[src/compact_timer_pkg.sv]
// Package with register map, field layout and constants of the compact timer
package compact_timer_pkg;
  localparam int          ADDR_W         = 5;
  // Register byte addresses, one aligned word each
  localparam logic [4:0]  OFF_CTRL0      = 5'h00;
  localparam logic [4:0]  OFF_CTRL1      = 5'h04;
  localparam logic [4:0]  OFF_CNT_LO     = 5'h08;
  localparam logic [4:0]  OFF_CNT_HI     = 5'h0C;
  localparam logic [4:0]  OFF_CMPA_LO    = 5'h10;
  localparam logic [4:0]  OFF_CMPA_HI    = 5'h14;
  localparam logic [4:0]  OFF_PERIOD     = 5'h18;
  localparam logic [4:0]  OFF_STATUS     = 5'h1C;
  // Control register 0 fields
  localparam int          C0_PAUSE_BIT   = 7;
  localparam int          C0_CKSEL_LSB   = 4;
  localparam int          C0_ON_BIT      = 3;
  localparam logic [7:0]  C0_WMASK       = 8'hF8;
  // Control register 1 fields
  localparam int          C1_MODE_LSB    = 6;
  localparam int          C1_IO_LSB      = 4;
  localparam int          C1_OC_BIT      = 3;
  localparam int          C1_POL_BIT     = 2;
  localparam int          C1_DPX_BIT     = 1;
  localparam int          C1_CCLR_BIT    = 0;
  localparam logic [7:0]  REG_RESET      = 8'h00;
  localparam logic [15:0] CNT_RESET      = 16'h0000;
  // Clock select codes
  localparam logic [2:0]  CK_SYS_DIV4    = 3'h0;
  localparam logic [2:0]  CK_SYS         = 3'h1;
  localparam logic [2:0]  CK_H_DIV16     = 3'h2;
  localparam logic [2:0]  CK_H_DIV64     = 3'h3;
  localparam logic [2:0]  CK_TBC         = 3'h4;
  localparam logic [2:0]  CK_H_DIV8      = 3'h5;
  localparam logic [2:0]  CK_EXT_RISE    = 3'h6;
  localparam logic [2:0]  CK_EXT_FALL    = 3'h7;
  localparam int          DIV_W          = 6;
  // Mode and output function codes
  localparam logic [1:0]  MODE_CMP       = 2'h0;
  localparam logic [1:0]  MODE_PWM       = 2'h2;
  localparam logic [1:0]  MODE_TMR       = 2'h3;
  localparam logic [1:0]  IO_NONE        = 2'h0;
  localparam logic [1:0]  IO_LOW         = 2'h1;
  localparam logic [1:0]  IO_HIGH        = 2'h2;
  localparam logic [1:0]  IO_TOGGLE      = 2'h3;
  localparam logic [1:0]  PWM_INACTIVE   = 2'h0;
  localparam logic [1:0]  PWM_ACTIVE     = 2'h1;
  localparam logic [1:0]  PWM_WAVE       = 2'h2;
endpackage : compact_timer_pkg

[src/compact_timer.sv]
// Compact 16-bit timer with compare, PWM and timer modes behind an APB slave
//
// Our own choices: the APB register port and the placing of the registers.
`timescale 1ns/1ns
`default_nettype none
module compact_timer
  import compact_timer_pkg::*;
(
  input  wire logic              clk,
  input  wire logic              rst,
  input  wire logic              high_clk_tick,
  input  wire logic              tbc_clk_tick,
  input  wire logic              external_count_input,
  input  wire logic              psel,
  input  wire logic              penable,
  input  wire logic              pwrite,
  input  wire logic [ADDR_W-1:0] paddr,
  input  wire logic [31:0]       pwdata,
  output logic      [31:0]       prdata,
  output logic                   pready,
  output logic                   pslverr,
  output logic                   timer_output_pin,
  output logic                   irq_pulse
);
  logic [7:0]       ctrl0_ff;
  logic [7:0]       ctrl1_ff;
  logic [15:0]      compare_a_value_ff;
  logic [7:0]       period_compare_value_ff;
  logic [7:0]       byte_buf_ff;
  logic [15:0]      count_ff;
  logic             on_d_ff;
  logic [DIV_W-1:0] sys_div_ff;
  logic [DIV_W-1:0] h_div_ff;
  logic [2:0]       ext_sync_ff;
  logic             pin_ff;
  logic             match_a_flag_ff;
  logic             match_p_flag_ff;

  logic             count_pause;
  logic [2:0]       clock_select;
  logic             module_on;
  logic [1:0]       operating_mode_select;
  logic [1:0]       output_function_select;
  logic             output_initial_level;
  logic             output_invert;
  logic             period_duty_swap;
  logic             clear_source_select;

  assign count_pause            = ctrl0_ff[C0_PAUSE_BIT];
  assign clock_select           = ctrl0_ff[C0_CKSEL_LSB +: 3];
  assign module_on              = ctrl0_ff[C0_ON_BIT];
  assign operating_mode_select  = ctrl1_ff[C1_MODE_LSB +: 2];
  assign output_function_select = ctrl1_ff[C1_IO_LSB +: 2];
  assign output_initial_level   = ctrl1_ff[C1_OC_BIT];
  assign output_invert          = ctrl1_ff[C1_POL_BIT];
  assign period_duty_swap       = ctrl1_ff[C1_DPX_BIT];
  assign clear_source_select    = ctrl1_ff[C1_CCLR_BIT];

  // APB access decode; single-cycle access phase
  logic wr_en;
  logic rd_en;
  assign wr_en = psel && penable && pwrite;
  // Read side effects at setup, the edge that captures the high byte
  assign rd_en = psel && !penable && !pwrite;

  function automatic logic addr_is(input logic [ADDR_W-1:0] a, input logic [4:0] off);
    addr_is = (a == off);
  endfunction : addr_is

  logic on_rise;
  assign on_rise = module_on && !on_d_ff;

  // Control registers
  always_ff @(posedge clk or posedge rst) begin
    if (rst) begin
      ctrl0_ff <= REG_RESET;
      ctrl1_ff <= REG_RESET;
    end else if (wr_en) begin
      if (addr_is(paddr, OFF_CTRL0)) begin
        ctrl0_ff <= pwdata[7:0] & C0_WMASK;
      end
      if (addr_is(paddr, OFF_CTRL1)) begin
        ctrl1_ff <= pwdata[7:0];
      end
    end
  end

  // Compare values and shared byte buffer
  always_ff @(posedge clk or posedge rst) begin
    if (rst) begin
      compare_a_value_ff      <= CNT_RESET;
      period_compare_value_ff <= REG_RESET;
      byte_buf_ff             <= REG_RESET;
    end else if (wr_en) begin
      if (addr_is(paddr, OFF_CMPA_LO)) begin
        byte_buf_ff <= pwdata[7:0];
      end
      if (addr_is(paddr, OFF_CMPA_HI)) begin
        compare_a_value_ff <= {pwdata[7:0], byte_buf_ff};
      end
      if (addr_is(paddr, OFF_PERIOD)) begin
        period_compare_value_ff <= pwdata[7:0];
      end
    end else if (rd_en) begin
      if (addr_is(paddr, OFF_CNT_HI)) begin
        byte_buf_ff <= count_ff[7:0];
      end
      if (addr_is(paddr, OFF_CMPA_HI)) begin
        byte_buf_ff <= compare_a_value_ff[7:0];
      end
    end
  end

  // Read data and handshake, all registered
  always_ff @(posedge clk or posedge rst) begin
    if (rst) begin
      prdata  <= 32'h00000000;
      pready  <= 1'b0;
      pslverr <= 1'b0;
    end else begin
      pready  <= psel && !penable;
      pslverr <= 1'b0;
      prdata  <= 32'h00000000;
      if (psel && !penable && !pwrite) begin
        case (paddr)
          OFF_CTRL0:   prdata[7:0] <= ctrl0_ff;
          OFF_CTRL1:   prdata[7:0] <= ctrl1_ff;
          OFF_CNT_LO:  prdata[7:0] <= byte_buf_ff;
          OFF_CNT_HI:  prdata[7:0] <= count_ff[15:8];
          OFF_CMPA_LO: prdata[7:0] <= byte_buf_ff;
          OFF_CMPA_HI: prdata[7:0] <= compare_a_value_ff[15:8];
          OFF_PERIOD:  prdata[7:0] <= period_compare_value_ff;
          OFF_STATUS:  prdata[1:0] <= {match_p_flag_ff, match_a_flag_ff};
          default:     prdata      <= 32'h00000000;
        endcase
      end
    end
  end

  // Prescalers and external pin synchroniser
  always_ff @(posedge clk or posedge rst) begin
    if (rst) begin
      sys_div_ff  <= '0;
      h_div_ff    <= '0;
      ext_sync_ff <= 3'h0;
      on_d_ff     <= 1'b0;
    end else begin
      sys_div_ff  <= sys_div_ff + 1'b1;
      if (high_clk_tick) begin
        h_div_ff <= h_div_ff + 1'b1;
      end
      ext_sync_ff <= {ext_sync_ff[1:0], external_count_input};
      on_d_ff     <= module_on;
    end
  end

  logic tick;
  always_comb begin
    case (clock_select)
      CK_SYS_DIV4: tick = (sys_div_ff[1:0] == 2'h3);
      CK_SYS:      tick = 1'b1;
      CK_H_DIV16:  tick = high_clk_tick && (h_div_ff[3:0] == 4'hF);
      CK_H_DIV64:  tick = high_clk_tick && (h_div_ff[5:0] == 6'h3F);
      CK_TBC:      tick = tbc_clk_tick;
      CK_H_DIV8:   tick = high_clk_tick && (h_div_ff[2:0] == 3'h7);
      CK_EXT_RISE: tick = ext_sync_ff[1] && !ext_sync_ff[2];
      CK_EXT_FALL: tick = !ext_sync_ff[1] && ext_sync_ff[2];
      default:     tick = 1'b0;
    endcase
  end

  // Comparators evaluated on the counter step
  logic        step;
  logic        is_pwm;
  logic        match_a;
  logic        match_p;
  logic        overflow;
  logic        clear_cnt;
  logic [16:0] period_len;
  logic [16:0] duty_len;
  logic        pwm_active;
  assign step     = module_on && !on_rise && !count_pause && tick;
  assign is_pwm   = (operating_mode_select == MODE_PWM);
  assign match_a  = step && (count_ff + 16'h0001 == compare_a_value_ff)
                    && (compare_a_value_ff != CNT_RESET);
  assign match_p  = step && (period_compare_value_ff != REG_RESET)
                    && (count_ff[15:8] == period_compare_value_ff - 8'h01)
                    && (count_ff[7:0] == 8'hFF);
  assign overflow = step && (count_ff == 16'hFFFF);
  // P value 0 means a full 65536-clock span
  assign period_len = (period_compare_value_ff == REG_RESET) ? 17'h10000
                      : {1'b0, period_compare_value_ff, 8'h00};

  always_comb begin
    if (is_pwm) begin
      clear_cnt = period_duty_swap ? match_a : (match_p || overflow);
    end else if (clear_source_select) begin
      clear_cnt = match_a || overflow;
    end else begin
      clear_cnt = match_p || (overflow && period_compare_value_ff == REG_RESET);
    end
  end

  always_comb begin
    if (period_duty_swap) begin
      duty_len = period_len;
    end else begin
      duty_len = {1'b0, compare_a_value_ff};
    end
  end
  // Counter below duty means active; duty at or over period stays active
  logic [16:0] pwm_period;
  assign pwm_period = period_duty_swap ? {1'b0, compare_a_value_ff} : period_len;
  assign pwm_active = ({1'b0, count_ff} < duty_len) || (duty_len >= pwm_period);

  // Main counter
  always_ff @(posedge clk or posedge rst) begin
    if (rst) begin
      count_ff <= CNT_RESET;
    end else if (on_rise) begin
      count_ff <= CNT_RESET;
    end else if (clear_cnt) begin
      count_ff <= CNT_RESET;
    end else if (step) begin
      count_ff <= count_ff + 16'h0001;
    end
  end

  // Match flags and interrupt request
  logic set_a;
  logic set_p;
  assign set_a = match_a;
  assign set_p = (match_p || (overflow && period_compare_value_ff == REG_RESET))
                 && (is_pwm || !clear_source_select);
  always_ff @(posedge clk or posedge rst) begin
    if (rst) begin
      match_a_flag_ff <= 1'b0;
      match_p_flag_ff <= 1'b0;
      irq_pulse       <= 1'b0;
    end else begin
      // Set wins over a same-cycle software clear
      match_a_flag_ff <= set_a ||
        (match_a_flag_ff && !(wr_en && addr_is(paddr, OFF_STATUS) && pwdata[0]));
      match_p_flag_ff <= set_p ||
        (match_p_flag_ff && !(wr_en && addr_is(paddr, OFF_STATUS) && pwdata[1]));
      irq_pulse       <= clear_cnt || set_a || set_p;
    end
  end

  // Output pin
  logic level_ff;
  logic nxt_level;
  always_comb begin
    nxt_level = level_ff;
    if (operating_mode_select == MODE_CMP) begin
      if (on_rise) begin
        nxt_level = output_initial_level;
      end else if (match_a) begin
        case (output_function_select)
          IO_LOW:    nxt_level = 1'b0;
          IO_HIGH:   nxt_level = 1'b1;
          IO_TOGGLE: nxt_level = !level_ff;
          default:   nxt_level = level_ff;
        endcase
      end
    end else if (is_pwm) begin
      case (output_function_select)
        PWM_INACTIVE: nxt_level = !output_initial_level;
        PWM_ACTIVE:   nxt_level = output_initial_level;
        PWM_WAVE:     nxt_level = pwm_active ? output_initial_level
                                             : !output_initial_level;
        default:      nxt_level = level_ff;
      endcase
    end
  end

  always_ff @(posedge clk or posedge rst) begin
    if (rst) begin
      level_ff         <= 1'b0;
      timer_output_pin <= 1'b0;
    end else begin
      level_ff <= nxt_level;
      if (operating_mode_select == MODE_TMR) begin
        timer_output_pin <= 1'b0;
      end else begin
        timer_output_pin <= nxt_level ^ output_invert;
      end
    end
  end
endmodule : compact_timer
`default_nettype wire

[config.mk]
export PLATFORM = sky130hd
export DESIGN_NAME = compact_timer
export DESIGN_NICKNAME = d
export VERILOG_FILES = /design/src/compact_timer_pkg.sv /design/src/compact_timer.sv
export SDC_FILE = /design/constraint.sdc
export NUM_CORES = 1
export LEC_CHECK = 0
export BUFFER_PORTS_ARGS = -buffer_cell sky130_fd_sc_hd__buf_2
export CAP_MARGIN = 20
export CORE_MARGIN = 5
export CORE_UTILIZATION = 50
export CTS_CLUSTER_SIZE = 20
export DETAILED_ROUTE_END_ITERATION = 8
export PLACE_DENSITY_LB_ADDON = 0.3
export SLEW_MARGIN = 5
export SYNTH_ARGS = -nofsm -noshare
export SYNTH_HDL_FRONTEND = slang
export SYNTH_SLANG_ARGS = --single-unit
[constraint.sdc]
create_clock -name clk -period 3.8 [get_ports clk]
set_input_delay 0 -clock clk [delete_from_list [all_inputs] [get_ports clk]]
set_output_delay 0 -clock clk [all_outputs]
set_load 0.1 [all_outputs]
## After elaboration in Yosys (flattened, before gate mapping)

Index checks and enable logic that the tools add are counted.

- Logic and storage cells: 141
- Register bits after elaboration: 115

- Eq/ne operators: 28
- Multiplexer cells: 26
- Magnitude comparators: 2
- Add/sub/neg operators: 4
- Bitwise logic cells: 1
- Reduce and logical (&&, ||, !) cells: 63

Operators with widths:

| operator | count |
|---|---|
| 17-bit 2-to-1 mux | 3 |
| 16-bit 2-to-1 mux | 3 |
| 8-bit 2-to-1 mux | 6 |
| 6-bit case mux with 6 select lines | 1 |
| 1-bit logical AND | 26 |
| 5-bit equality test (second input constant) | 4 |
| 17-bit greater-or-equal comparator | 1 |
| 16-bit by 17-bit < comparator with 1-bit output | 1 |
| 16-bit by 1-bit adder with 16-bit output (second input constant) | 1 |
| 16-bit equality test | 1 |
| 16-bit equality test (second input constant) | 1 |
| 16-bit nonzero test | 1 |
| 3-bit equality test (second input constant) | 5 |
| 6-bit by 1-bit adder with 6-bit output (second input constant) | 2 |
| 1-bit zero test | 12 |
| 2-bit case mux with 6 select lines | 1 |
| 2-bit equality test (second input constant) | 5 |
| 5-bit by 4-bit equality test with 1-bit output (second input constant) | 2 |
| 1-bit logical OR | 9 |
| 1-bit 2-to-1 mux | 9 |
| 8-bit equality test | 1 |
| 8-bit equality test (second input constant) | 1 |
| 8-bit zero test | 1 |
| 1-bit case mux with 8 select lines | 1 |
| 19 further kinds | 26 |

## Logic depth before layout (Yosys ltp)

Gate-level depths: netlist of run 1.

- Depth in word-level cells: 14
- Gate-level depth with buffers: 19
- Depth with buffers taken out: 17

## Worst setup path before layout of run 1

No wires, ideal clock.

- Path kind: flip-flop to flip-flop
- Start: reg period_compare_value_ff[0]
- End: reg timer_output_pin
- Period minus slack after synthesis: 3.325 ns
- Data required time: 3.675 ns
- Path buffers: 2
- Library setup time: 0.125 ns
- Path slack: 0.475 ns
- Arrival: 3.200 ns
- Cell stages (with the launch flop): 17
- Path through: dfrtp_1 > clkbuf_1 > inv_1 > ha_1 > nor2b_1 > nand3b_1 > clkbuf_1 > a31o_2 > ha_1 > o2111ai_1 > a311o_1 > nand3_1 > o31ai_1 > nand4_1 > o21a_1 > a21o_4 > mux2_4

- Word-level cells in the longest chain between the ends: 11
- Elaborated cells between the ends (all ways): 13
- Classes of those cells: 2 x order compare; 8 x mux; 1 x bitwise; 2 x reduce/logical

Ends and longest elaborated chain:

| element | line | text |
|---|---|---|
| start, declared | compact_timer.sv:28 | `logic [7:0] period_compare_value_ff;` |
| start signal, assigned | compact_timer.sv:102 | `period_compare_value_ff <= pwdata[7:0];` |
| 8-bit zero test | compact_timer.sv:191 | `assign period_len = (period_compare_value_ff == REG_RESET) ? 17'h10000` |
| 17-bit 2-to-1 mux * | compact_timer.sv:191 |  |
| 17-bit 2-to-1 mux, on equally long branches | compact_timer.sv:205, compact_timer.sv:213 |  |
| 16-bit by 17-bit < comparator with 1-bit output / 17-bit greater-or-equal comparator (equally long branches) | compact_timer.sv:214 | `assign pwm_active = ({1'b0, count_ff} < duty_len) \|\| (duty_len >= pwm_period);` |
| 1-bit logical OR * | compact_timer.sv:214 |  |
| 1-bit 2-to-1 mux * | compact_timer.sv:270 | `PWM_WAVE: nxt_level = pwm_active ? output_initial_level` |
| 1-bit case mux with 3 select lines * | compact_timer.sv:267 | `case (output_function_select)` |
| 1-bit 2-to-1 mux * | compact_timer.sv:266 | `end else if (is_pwm) begin` |
| 1-bit 2-to-1 mux * | compact_timer.sv:255 | `if (operating_mode_select == MODE_CMP) begin` |
| named net nxt_level | compact_timer.sv:252 | `logic nxt_level;` |
| 1-bit XOR * | compact_timer.sv:286 | `timer_output_pin <= nxt_level ^ output_invert;` |
| 1-bit 2-to-1 mux * | compact_timer.sv:283 | `if (operating_mode_select == MODE_TMR) begin` |
| end signal, assigned | compact_timer.sv:286 |  |
| end, declared | compact_timer.sv:22 | `output logic timer_output_pin,` |

The timed path passes the listed nets; every way through them passes the cells marked *.
A chain may end at the register's enable or synchronous reset.

## Worst setup path in the final report of run 1

- Start: reg period_compare_value_ff[6]
- End: reg timer_output_pin

Same word-level chain as after synthesis.

==> summary.md, run 1 <==
| Metric | Value |
|---|---|
| Run status | `completed` |
| Power share of the clock group | `between 30% and 40%` |
| Worst EP arrival | `~3.9 ns` |
| Proportion of register bits with asynchronous set or reset after synthesis | `between 90% and 100%` |
| Number of iterations in the first detailed-routing pass | `5` |
| Total of warnings raised by yosys | `0` |
| Count of pins on the block boundary | `81` |
| PwrDens | `about 420 mW/mm²` |
| Root Buffer | `sky130_fd_sc_hd__clkbuf_16` |
| Distinct cell type count of the synthesized netlist | `69` |
| Final critical-path required period | `about 3.6 ns` |
| # Post-CTS Setup Buffers | `0` |
| Post-placement worst setup slack | `between 0.2 and 0.3 ns` |
| Instance count of the mapped netlist | `about 630` |
| Dominant cell type by area after synthesis | `sky130_fd_sc_hd__dfrtp_1` |
| Fill cell count | `between 1000 and 1500` |
| Most frequently used cell type in the post-synthesis netlist | `sky130_fd_sc_hd__dfrtp_1` |
| Netlist area before placement | `roughly 0.006 mm²` |
| Final setup violation count | `0` |
| Top cell types by occurrence after synthesis | `87 x sky130_fd_sc_hd__dfrtp_1, 51 x sky130_fd_sc_hd__mux2_2, 47 x sky130_fd_sc_hd__nand2_1` |
| PnR worst setup slack | `between 0.15 and 0.2 ns` |
| Startpoint kind of the worst setup timing path | `flop` |
| Die boundary width | `120 µm` |
| Switching power share of the total | `33.5%` |
| Worst clock skew | `just under 0.009 ns` |
| Max Root-Sink Buffers | `2` |
| Number of antenna violations at the first check in global routing | `0` |
| Number of global-route vias before repair | `between 4000 and 5000` |
| Net count, final | `between 700 and 800` |
| Max frequency | `around 280 MHz` |
| Final Routed Wirelength | `about 16 mm` |
| Total clock buffers created by CTS | `9` |
| Clock tree from TritonCTS | `done` |
| Switching Power | `between 0.0009 and 0.001 W` |
| Chip height | `120 µm` |
| Fraction of power consumed by combinational cells | `25.4%` |
| Hold violation count in the final report | `0` |
| Share of cells above drive strength 1 | `between 20% and 30%` |
| Number of inserted diodes | `0` |
| Share of total power in sequential cells | `approximately 40%` |
| Internal power | `~0.0019 W` |
| Leading post-synthesis cells by cell area | `sky130_fd_sc_hd__dfrtp_1 36%, sky130_fd_sc_hd__mux2_2 9.5%, sky130_fd_sc_hd__ha_1 5.0%` |
| Number of vias after detailed routing | `around 4900` |
| Number of DRC markers after the initial detailed-route iteration | `approximately 410` |
| Number of sinks on the clock net | `slightly below 90` |
| Top fanout value on the critical path | `6` |
| Max-Cap Viols | `0` |
| Most used flip-flop cell after synthesis | `sky130_fd_sc_hd__dfrtp_1` |
| Crit path capture type | `flop` |
| Reported leakage power | `3.03 nW` |
| Global placer's final weighted congestion | `between 0.9 and 1` |
| Drt wl/cell | `between 15 and 20 µm` |
| Full die area | `0.0144 mm²` |
| Required time at the endpoint of the critical path | `approximately 4.0 ns` |
| Syn Area/Cell | `9.59 µm²` |
| Area share of the leading cell type in the synthesized netlist | `36.0%` |
| Number of vias per cell after detailed routing | `around 6` |
| Peak supply drop | `285 µV` |
| RSZ-0062 raised after global routing | `false` |
| Overall overflow remaining after global route | `0` |
| Final Max Slew Viols | `0` |
| Core Area | `between 0.01 and 0.015 mm²` |
| Clk_lat worst skew | `about 0.35 ns` |
| Post-route ant nets | `0` |
| Area added between synthesis and finish | `10.0%` |
| DP Wirelength | `about 12 mm` |
| Count of H-tree levels built during CTS | `3` |
| Total Routing Usage GR | `22.5%` |
| Reg clk slew, reported paths | `about 0.060 ns` |
| Number of input and output port buffers inserted | `31` |
| Wire length of the first global-routing pass | `approximately 25 mm` |
| Seq cells post-synth | `87` |
| Worst Hold Class | `input port to flop` |
| Share of the clock period used by the worst path | `95.4%` |
| Worst-case headroom to the max-slew limit | `between 30% and 40%` |
| Maximum number of pins on one net before global-route repair | `between 40 and 50` |
| Row cnt | `40` |
| Hold Worst Slack | `about 0.015 ns` |
| Proportion of synthesized chip area in sequential cells | `between 30% and 40%` |
| Critical path type | `flop to flop` |
| Number of synthesized flops with an enable pin | `0` |
| Starting utilization of the core area | `50.6%` |
| Setup tns final | `0 ns` |
| DR DRC count | `0` |
| Slew at the pin closest to its max-slew limit | `0.951 ns` |
-- layout by cell type (no fill, tap or decap), drive strengths merged, types with 4 or more instances in the layout --
cell         instances
nand3b               4
dlygate4sd3          9
a211oi               5
buf                 49
and3                 6
nor2b               15
conb                25
nor2                44
nor3                12
nor4                11
nand2b              11
nand2               47
ha                  24
o31ai                4
clkinv               4
dfrtp               87
mux2i               19
nand3               17
xnor2               31
inv                 17
a22oi               23
mux2                53
a21oi               13
clkbuf              10
a31oi               12
o211ai               5
xor2                23
nand4               13
o21ai               24
-- power by group through the flow --
stage                     sequential (W)  combinational (W)  clock [W]
final                            0.00112           0.000715   0.000978
after global routing             0.00114           0.000774    0.00104
after CTS                        0.00112           0.000705   0.000999
after detailed placement         0.00114           0.000695          0
after global placement           0.00113           0.000670          0
after floorplan                  0.00112           0.000562          0
-- logic make-up after synthesis --
| group | Yosys count | share of synthesized area (%) |
|---|---|---|
| and+or+nand+nor | 196 | 17.7 |
| xor gates and xnor gates | 54 | 7.82 |
| muxes | 72 | 13.1 |
| other | 1 | 0.0620 |
| DFF | 87 | 36.0 |
| adders and majority gates | 24 | 4.96 |
| buffers and inverters | 84 | 7.42 |
| AOI/OAI and AO/OA | 113 | 13.0 |
-- area by class of cell --
cell class | count | area (µm²) | area share [%]
clock buffer | 10 | 239 | 3.59
clock inverter | 6 | 91.3 | 1.37
inverter | 17 | 65.1 | 0.977
multi-input combinational | 484 | 3520 | 52.9
sequential | 87 | 2180 | 32.7
tap | 147 | 184 | 2.76
timing repair buffer | 58 | 380 | 5.71
-- stage by stage --
| stage | cell area, µm² | total power [W] | cells | util, % |
|---|---|---|---|---|
| after floorplan | 6140 | 0.00169 | 655 | - |
| after global placement | 6230 | 0.00180 | 784 | 52.1 |
| after CTS | 6640 | 0.00282 | 808 | 55.5 |
| after global routing | 6660 | 0.00295 | 809 | 55.7 |
| final | 6660 | 0.00282 | 809 | 55.7 |
| after detailed placement | 6230 | 0.00183 | 784 | 52.1 |
-- repair_timing --
item,CTS,global route
hold buffers,8,1
endpoints found under the setup margin,0,1
resized for setup,0,2
endpoints found under the hold margin,56,2
-- per-layer routing --
metal  up-vias  GRT usage, %  wire length [µm]
li1       2271             -                 -
met1      2428          29.7              6930
met2       197          36.2              7450
met3        27          5.70              1110
met4         0          7.16               325
met5         -             0                 0
-- state kept, by name, indices dropped and copies added (netlist names), 5 cells and up --
signal	flops
count_ff	16
h_div_ff	6
compare_a_value_ff	16
period_compare_value_ff	8
ctrl1_ff	8
prdata	8
byte_buf_ff	8
ctrl0_ff	5
-- path summary, 6_finish.rpt --
kind / startpoint / end / slack [ns] / cells after the start
worst min register to register: ext_sync_ff[0] / ext_sync_ff[1] / 0.35 / 0
worst max-delay path: period_compare_value_ff[6] / timer_output_pin / 0.17 / 13
min in group asynchronous: rst / count_ff[10] / 0.30 / 3
worst min-delay path: pwdata[5] / ctrl1_ff[5] / 0.01 / 2
worst max register to register: period_compare_value_ff[6] / timer_output_pin / 0.17 / 13
max in group asynchronous: rst / prdata[0] / 2.44 / 4
-- critical path: stages (launching register included) --
cell and delay (ns):
sky130_fd_sc_hd__dfrtp_1 0.46, sky130_fd_sc_hd__nor4_1 0.50, sky130_fd_sc_hd__nand3b_1 0.25, sky130_fd_sc_hd__a31o_2 0.32, sky130_fd_sc_hd__inv_1 0.09, sky130_fd_sc_hd__ha_1 0.23
sky130_fd_sc_hd__o21ai_0 0.10, sky130_fd_sc_hd__o22ai_1 0.13, sky130_fd_sc_hd__nor4_1 0.28, sky130_fd_sc_hd__nor4_1 0.11, sky130_fd_sc_hd__nand4b_1 0.31, sky130_fd_sc_hd__o21a_1 0.26
sky130_fd_sc_hd__a21o_4 0.20, sky130_fd_sc_hd__mux2_4 0.29
Note: power is estimated with default switching activity, not from simulation.
==> inputs of run 2 (changes only) <==
- CELL_PAD_IN_SITES_DETAIL_PLACEMENT: not set -> 0
- CELL_PAD_IN_SITES_GLOBAL_PLACEMENT: not set -> 2
- CORE_UTILIZATION: 50 -> 25
- REMOVE_ABC_BUFFERS: not set -> 1
==> summary.md, run 2 (synthesis results as in run 1) <==
| Metric | Value |
|---|---|
| Run status | `completed (unchanged)` |
| DP Wirelength | `13.9 mm (was 11.8 mm)` |
| Net count, final | `727 (was 726)` |
| DR DRC count | `0 (unchanged)` |
| Worst clock skew | `0.00830 ns (was 0.00872 ns)` |
| Cell breakdown of the critical path | `nor4_1, nand3b_1, a31o_2, inv_1, ha_1, o21ai_0, o22ai_1, nor4_1, buf_4, nor4_1, nand4b_1, o21a_1, a21o_4, mux2_4 (was nor4_1, nand3b_1, a31o_2, inv_1, ha_1, o21ai_0, o22ai_1, nor4_1, nor4_1, nand4b_1, o21a_1, a21o_4, mux2_4)` |
| Reg clk slew, reported paths | `0.07 ns (was 0.06 ns)` |
| Fraction of power consumed by combinational cells | `25.9% (was 25.4%)` |
| Final Routed Wirelength | `18.2 mm (was 15.8 mm)` |
| Fill cell count | `2575 (was 1040)` |
| Terminus of the critical flop-to-flop path | `timer_output_pin (unchanged)` |
| Cell with the largest stage delay on the worst path | `sky130_fd_sc_hd__nor4_1 (unchanged)` |
| Power share of the clock group | `33.9% (was 34.7%)` |
| Share of cells above drive strength 1 | `20.8% (was 20.7%)` |
| Slew at the pin closest to its max-slew limit | `1.07 ns (was 0.951 ns)` |
| Clk_lat worst skew | `0.35 ns (about the same)` |
| Required time at the endpoint of the critical path | `4.04 ns (was 4.03 ns)` |
| Starting utilization of the core area | `25.1% (was 50.6%)` |
| Startpoint kind of the worst setup timing path | `flop (unchanged)` |
| Global placer's final weighted congestion | `0.807 (was 0.924)` |
| Worst Hold Class | `input port to flop (unchanged)` |
| Hold violation count in the final report | `0 (unchanged)` |
| Drt wl/cell | `18.5 µm (was 19.5 µm)` |
| Area of the multi-input gates | `0.00351 mm² (was 0.00352 mm²)` |
| Maximum number of pins on one net before global-route repair | `54 (was 46)` |
| Internal power | `0.00180 W (was 0.00187 W)` |
| Most frequent CP cell | `sky130_fd_sc_hd__nor4_1 (unchanged)` |
| Number of vias after detailed routing | `4701 (was 4923)` |
| Top fanout value on the critical path | `5 (was 6)` |
| Reported leakage power | `3.03 nW (about the same)` |
| Share of the clock period used by the worst path | `92.1% (was 95.4%)` |
| Full die area | `0.0274 mm² (was 0.0144 mm²)` |
| Final setup violation count | `0 (unchanged)` |
| Number of sinks on the clock net | `87 (unchanged)` |
| Count of pins on the block boundary | `81 (unchanged)` |
| Final critical-path required period | `3.50 ns (was 3.63 ns)` |
| Worst-case reg-to-reg path depth | `14 (was 13)` |
| Count of H-tree levels built during CTS | `3 (unchanged)` |
| Total clock buffers created by CTS | `9 (unchanged)` |
| Final Max Slew Viols | `0 (unchanged)` |
| Worst-case headroom to the max-slew limit | `28.2% (was 36.1%)` |
| Area added between synthesis and finish | `13.5% (was 10.0%)` |
| Number of input and output port buffers inserted | `31 (unchanged)` |
| Critical R2R Launch | `period_compare_value_ff[6] (unchanged)` |
| Crit path capture type | `flop (unchanged)` |
| Wire length of the first global-routing pass | `27.8 mm (was 25.3 mm)` |
| Setup tns final | `0 ns (unchanged)` |
| Peak per-stage delay on the critical path | `0.45 ns (was 0.50 ns)` |
| Die boundary width | `166 µm (was 120 µm)` |
| Max frequency | `286 MHz (was 276 MHz)` |
| Biggest registers after layout | `compare_a_value_ff: 16 flops, count_ff: 16 flops (unchanged)` |
| Chip height | `166 µm (was 120 µm)` |
| Sequential Area | `0.00218 mm² (unchanged)` |
| Max-Cap Viols | `0 (unchanged)` |
| Reg-to-reg slack, setup | `0.30 ns (was 0.17 ns)` |
| Number of inserted diodes | `0 (unchanged)` |
| Overall overflow remaining after global route | `0 (unchanged)` |
| Number of iterations in the first detailed-routing pass | `4 (was 5)` |
| Worst EP arrival | `3.74 ns (was 3.86 ns)` |
| Overall power | `0.00279 W (was 0.00282 W)` |
| Placement Cell Area | `0.00649 mm² (was 0.00623 mm²)` |
| Number of global-route vias before repair | `4530 (was 4756)` |
| Critical path type | `flop to flop (unchanged)` |
| Clock tree from TritonCTS | `done (unchanged)` |
| Switching power share of the total | `35.5% (was 33.5%)` |
| Row cnt | `57 (was 40)` |
| Most frequent standard cell in the layout excluding fill and tap cells | `sky130_fd_sc_hd__dfrtp_1 (unchanged)` |
| Number of DRC markers after the initial detailed-route iteration | `335 (was 414)` |
| Peak supply drop | `275 µV (was 285 µV)` |
| Switching Power | `0.000992 W (was 0.000943 W)` |
| Most frequent cells in the layout | `87 x sky130_fd_sc_hd__dfrtp_1, 51 x sky130_fd_sc_hd__mux2_2, 47 x sky130_fd_sc_hd__nand2_1 (unchanged)` |
| Number of vias per cell after detailed routing | `4.76 (was 6.09)` |
| Share of total power in sequential cells | `40.2% (was 39.9%)` |
| Worst setup path endpoint | `timer_output_pin (unchanged)` |
| Number of antenna violations at the first check in global routing | `0 (unchanged)` |
| Max Root-Sink Buffers | `2 (unchanged)` |
| Crit path from | `period_compare_value_ff[6] (unchanged)` |
| Post-route ant nets | `0 (unchanged)` |
| Final cell area excluding filler cells | `0.00687 mm² (was 0.00666 mm²)` |
| RSZ-0062 raised after global routing | `false (unchanged)` |
| Root Buffer | `sky130_fd_sc_hd__clkbuf_16 (unchanged)` |
| PostCTS Resize Cnt | `0 (unchanged)` |
| Total Routing Usage GR | `13.6% (was 22.5%)` |
| PwrDens | `406 mW/mm² (was 423 mW/mm²)` |
| Core Area | `0.0241 mm² (was 0.0120 mm²)` |
run 2: cell count changes in the layout (fill, tap and decap cells not counted), sizes merged:
cell and delta:
clkinv -3, clkinvlp +2, dlygate4sd3 -3, inv +2
bufinv -1, buf +4
run 2: repair_timing:
action | 4_1_cts | 5_1_grt
buffers inserted | 0 | 0
endpoints found under the setup margin | 0 | 0
hold endpoints to repair | 60 | 0
hold buffers | 6 | 0
run 2: area by class of cell:
| type | instances | share of cell area, % |
|---|---|---|
| clock buffer | 10 | 3.33 |
| inverter | 17 | 0.947 |
| multi-input combinational | 484 | 51.2 |
| timing repair buffer | 59 | 5.90 |
| tap | 324 | 5.90 |
| sequential | 87 | 31.7 |
| clock inverter | 6 | 1.07 |
run 2: power by group through the flow:
stage | clock network (W) | logic (W) | registers [W]
after floorplan | 0 | 0.000493 | 0.00115
after global placement | 0 | 0.000714 | 0.00114
after detailed placement | 0 | 0.000723 | 0.00114
after CTS | 0.000975 | 0.000730 | 0.00112
after global routing | 0.00101 | 0.000792 | 0.00113
final | 0.000947 | 0.000723 | 0.00112
run 2: how the worst min path moves through the flow:
stage                                    start                         end  cells past startpoint
after detailed placement  external_count_input              ext_sync_ff[0]                      1
after CTS                            pwdata[0]  period_compare_value_ff[0]                      2
after global placement    external_count_input              ext_sync_ff[0]                      1
final                                pwdata[0]  period_compare_value_ff[0]                      2
after global routing                 pwdata[0]                 ctrl1_ff[0]                      2
after floorplan           external_count_input              ext_sync_ff[0]                      0
run 2: metrics by stage:
step                      utilization, %  hold WS (ns)  worst slack (ns)  std cells
final                               28.5        0.0143             0.301        987
after floorplan                        -        0.0314             0.533        588
after CTS                           28.4       0.00251             0.298        986
after global routing                28.5        0.0130            0.0684        987
after global placement              26.9         0.112             0.304        964
after detailed placement            26.9         0.116             0.313        964
run 2: per-layer routing:
layer	up-vias	track usage, %	wire length, µm
met5	-	0	0
met4	0	2.81	174
met3	13	2.68	670
met2	94	21.5	8520
met1	2324	19.3	8860
li1	2270	-	-
run 2: critical path: cells and delay by family, from the launching register on:
kind | cells | cell delay [ns]
AO/OA/AOI/OAI | 5 | 1.02
flip-flops | 1 | 0.37
multiplexers | 1 | 0.28
adder cells (fa/ha/maj) | 1 | 0.21
buffers and inverters | 2 | 0.24
AND/OR/NAND/NOR | 5 | 1.25
==> inputs of run 3 (changes only) <==
- CTS_BUF_LIST: not set -> sky130_fd_sc_hd__clkbuf_8
- MAX_ROUTING_LAYER: not set -> met4
==> summary.md, run 3 (synthesis results as in run 1) <==
| Metric | Value |
|---|---|
| Run status | `completed (unchanged)` |
| Total clock buffers created by CTS | `9 (unchanged)` |
| Terminus of the critical flop-to-flop path | `timer_output_pin (unchanged)` |
| Starting utilization of the core area | `25.1% (unchanged)` |
| Most frequent CP cell | `sky130_fd_sc_hd__nor4_1 (unchanged)` |
| Critical R2R Launch | `period_compare_value_ff[6] (unchanged)` |
| Count of H-tree levels built during CTS | `3 (unchanged)` |
| PwrDens | `373 mW/mm² (was 406 mW/mm²)` |
| Number of DRC markers after the initial detailed-route iteration | `306 (was 335)` |
| Chip height | `166 µm (unchanged)` |
| Post-placement worst setup slack | `0.313 ns (unchanged)` |
| Full die area | `0.0274 mm² (unchanged)` |
| Setup tns final | `0 ns (unchanged)` |
| Peak supply drop | `247 µV (was 275 µV)` |
| Crit path from | `period_compare_value_ff[6] (unchanged)` |
| Crit path capture type | `flop (unchanged)` |
| DP Wirelength | `13.9 mm (unchanged)` |
| Net count, final | `734 (was 727)` |
| Die boundary width | `166 µm (unchanged)` |
| Cell class contributing the biggest share of worst-path delay | `simple AND/OR/NAND/NOR gates (unchanged)` |
| Worst-case headroom to the max-slew limit | `26.8% (was 28.2%)` |
| PnR worst setup slack | `0.309 ns (was 0.301 ns)` |
| Share of the clock period used by the worst path | `91.9% (was 92.1%)` |
| Reg-to-reg slack, setup | `0.31 ns (was 0.30 ns)` |
| DR DRC count | `0 (unchanged)` |
| Worst Hold Class | `input port to flop (unchanged)` |
| RSZ-0062 raised after global routing | `false (unchanged)` |
| Maximum number of pins on one net before global-route repair | `54 (unchanged)` |
| Top fanout value on the critical path | `5 (unchanged)` |
| Required time at the endpoint of the critical path | `4.08 ns (was 4.04 ns)` |
| Final critical-path required period | `3.49 ns (was 3.50 ns)` |
| Final Routed Wirelength | `18.3 mm (was 18.2 mm)` |
| Cell with the largest stage delay on the worst path | `sky130_fd_sc_hd__nor4_1 (unchanged)` |
| Peak per-stage delay on the critical path | `0.44 ns (was 0.45 ns)` |
| Max frequency | `286 MHz (about the same)` |
| Clock tree from TritonCTS | `done (unchanged)` |
| Number of antenna violations at the first check in global routing | `0 (unchanged)` |
| Startpoint kind of the worst setup timing path | `flop (unchanged)` |
| Total buffers and inverters traversed by the critical path | `2 (unchanged)` |
| Hold Worst Slack | `0.0580 ns (was 0.0143 ns)` |
| Core Area | `0.0241 mm² (unchanged)` |
| Hold violation count in the final report | `0 (unchanged)` |
| Number of vias after detailed routing | `4744 (was 4701)` |
| Worst clock skew | `0.0126 ns (was 0.00830 ns)` |
| Number of inserted diodes | `0 (unchanged)` |
| Max Root-Sink Buffers | `2 (unchanged)` |
| Slew at the pin closest to its max-slew limit | `1.09 ns (was 1.07 ns)` |
| Root Buffer | `sky130_fd_sc_hd__clkbuf_8 (was sky130_fd_sc_hd__clkbuf_16)` |
| Max-Cap Viols | `0 (unchanged)` |
| Most frequent cells in the layout | `87 x sky130_fd_sc_hd__dfrtp_1, 51 x sky130_fd_sc_hd__mux2_2, 47 x sky130_fd_sc_hd__nand2_1 (unchanged)` |
| Global placer's final weighted congestion | `0.819 (was 0.807)` |
| Final setup violation count | `0 (unchanged)` |
| Most frequent standard cell in the layout excluding fill and tap cells | `sky130_fd_sc_hd__dfrtp_1 (unchanged)` |
| Count of pins on the block boundary | `81 (unchanged)` |
| Drt wl/cell | `18.4 µm (was 18.5 µm)` |
| Worst EP arrival | `3.77 ns (was 3.74 ns)` |
| Overall overflow remaining after global route | `0 (unchanged)` |
| Worst hold stages | `4 (was 2)` |
| Startpoint of the most critical hold path | `pwrite (was pwdata[0])` |
| WP depth | `14 (unchanged)` |
| Total Routing Usage GR | `13.9% (was 13.6%)` |
| Post-route ant nets | `0 (unchanged)` |
| Number of vias per cell after detailed routing | `4.77 (was 4.76)` |
| Cell breakdown of the critical path | `nor4_1, nand3b_1, a31o_2, inv_1, ha_1, o21ai_0, o22ai_1, nor4_1, buf_4, nor4_1, nand4b_1, o21a_1, a21o_4, mux2_4 (unchanged)` |
| Worst min-delay path endpoint | `prdata[0] (was period_compare_value_ff[0])` |
| Wire length of the first global-routing pass | `27.8 mm (about the same)` |
| Area added between synthesis and finish | `13.0% (was 13.5%)` |
| Number of sinks on the clock net | `87 (unchanged)` |
| Clk_lat worst skew | `0.38 ns (was 0.35 ns)` |
| Number of input and output port buffers inserted | `31 (unchanged)` |
| Critical path type | `flop to flop (unchanged)` |
| Finished Core Util | `28.4% (was 28.5%)` |
| Final Max Slew Viols | `0 (unchanged)` |
| Share of cells above drive strength 1 | `20.6% (was 20.8%)` |
| Reg clk slew, reported paths | `0.10 ns (was 0.07 ns)` |
| Row cnt | `57 (unchanged)` |
| Reported leakage power | `3.01 nW (was 3.03 nW)` |
| Worst-case reg-to-reg path depth | `14 (unchanged)` |
| Biggest registers after layout | `compare_a_value_ff: 16 flops, count_ff: 16 flops (unchanged)` |
| Number of iterations in the first detailed-routing pass | `5 (was 4)` |
| Number of global-route vias before repair | `4533 (was 4530)` |
-- run 3: cell count changes in the layout (fill, tap and decap cells not counted), sizes merged --
cell         change
clkbuf           -1
dlygate4sd3      +7
inv              +1
-- run 3: routing by layer --
layer	share of wire [%]	vias up	global-route usage, %
met3	3.6	14	2.68
met5	0	-	-
li1	-	2279	-
met4	0.98	0	2.47
met2	47	103	21.5
met1	48	2348	19.3
-- run 3: worst max-delay path by stage --
stage                  endpoint  slack [ns]
6_report       timer_output_pin        0.31
5_1_grt        timer_output_pin        0.07
4_1_cts        timer_output_pin        0.30
3_5_place_dp   timer_output_pin        0.31
3_3_place_gp   timer_output_pin        0.30
2_1_floorplan  timer_output_pin        0.53
-- run 3: stage by stage --
| step | cells | area [µm²] | power, W |
|---|---|---|---|
| 3_3_place_gp | 964 | 6490 | 0.00185 |
| 6_report | 994 | 6840 | 0.00255 |
| 5_1_grt | 994 | 6840 | 0.00270 |
| 4_1_cts | 993 | 6820 | 0.00260 |
| 3_5_place_dp | 964 | 6490 | 0.00186 |
| 2_1_floorplan | 588 | 5760 | 0.00164 |
-- run 3: timing repair --
action / in CTS / in global routing
hold buffers: 13 / 0
buffers inserted: 0 / 0
gates resized for setup: 0 / 0
endpoints found under the hold margin: 85 / 0
-- run 3: cell type report --
| cell class | instances | area (µm²) |
|---|---|---|
| clock inverter | 7 | 77.6 |
| sequential | 87 | 2180 |
| timing repair buffer | 66 | 475 |
| multi-input combinational | 484 | 3510 |
| fill | 2572 | 17300 |
| inverter | 17 | 65.1 |
| tap | 324 | 405 |
| clock buffer | 9 | 124 |
-- run 3: report_power, final --
group | switching [W] | internal [W] | total [W]
combinational | 0.000451 | 0.000277 | 0.000728
clock | 0.000393 | 0.000311 | 0.000704
sequential | 0.000115 | 0.00101 | 0.00112
-- run 3: worst register-to-register path, stage by stage (launching register included) --
cell and delay [ns]:
sky130_fd_sc_hd__dfrtp_1 0.39, sky130_fd_sc_hd__nor4_1 0.44, sky130_fd_sc_hd__nand3b_1 0.26, sky130_fd_sc_hd__a31o_2 0.33, sky130_fd_sc_hd__inv_1 0.05, sky130_fd_sc_hd__ha_1 0.21, sky130_fd_sc_hd__o21ai_0 0.12, sky130_fd_sc_hd__o22ai_1 0.13
sky130_fd_sc_hd__nor4_1 0.22, sky130_fd_sc_hd__buf_4 0.18, sky130_fd_sc_hd__nor4_1 0.05, sky130_fd_sc_hd__nand4b_1 0.27, sky130_fd_sc_hd__o21a_1 0.24, sky130_fd_sc_hd__a21o_4 0.20, sky130_fd_sc_hd__mux2_4 0.28
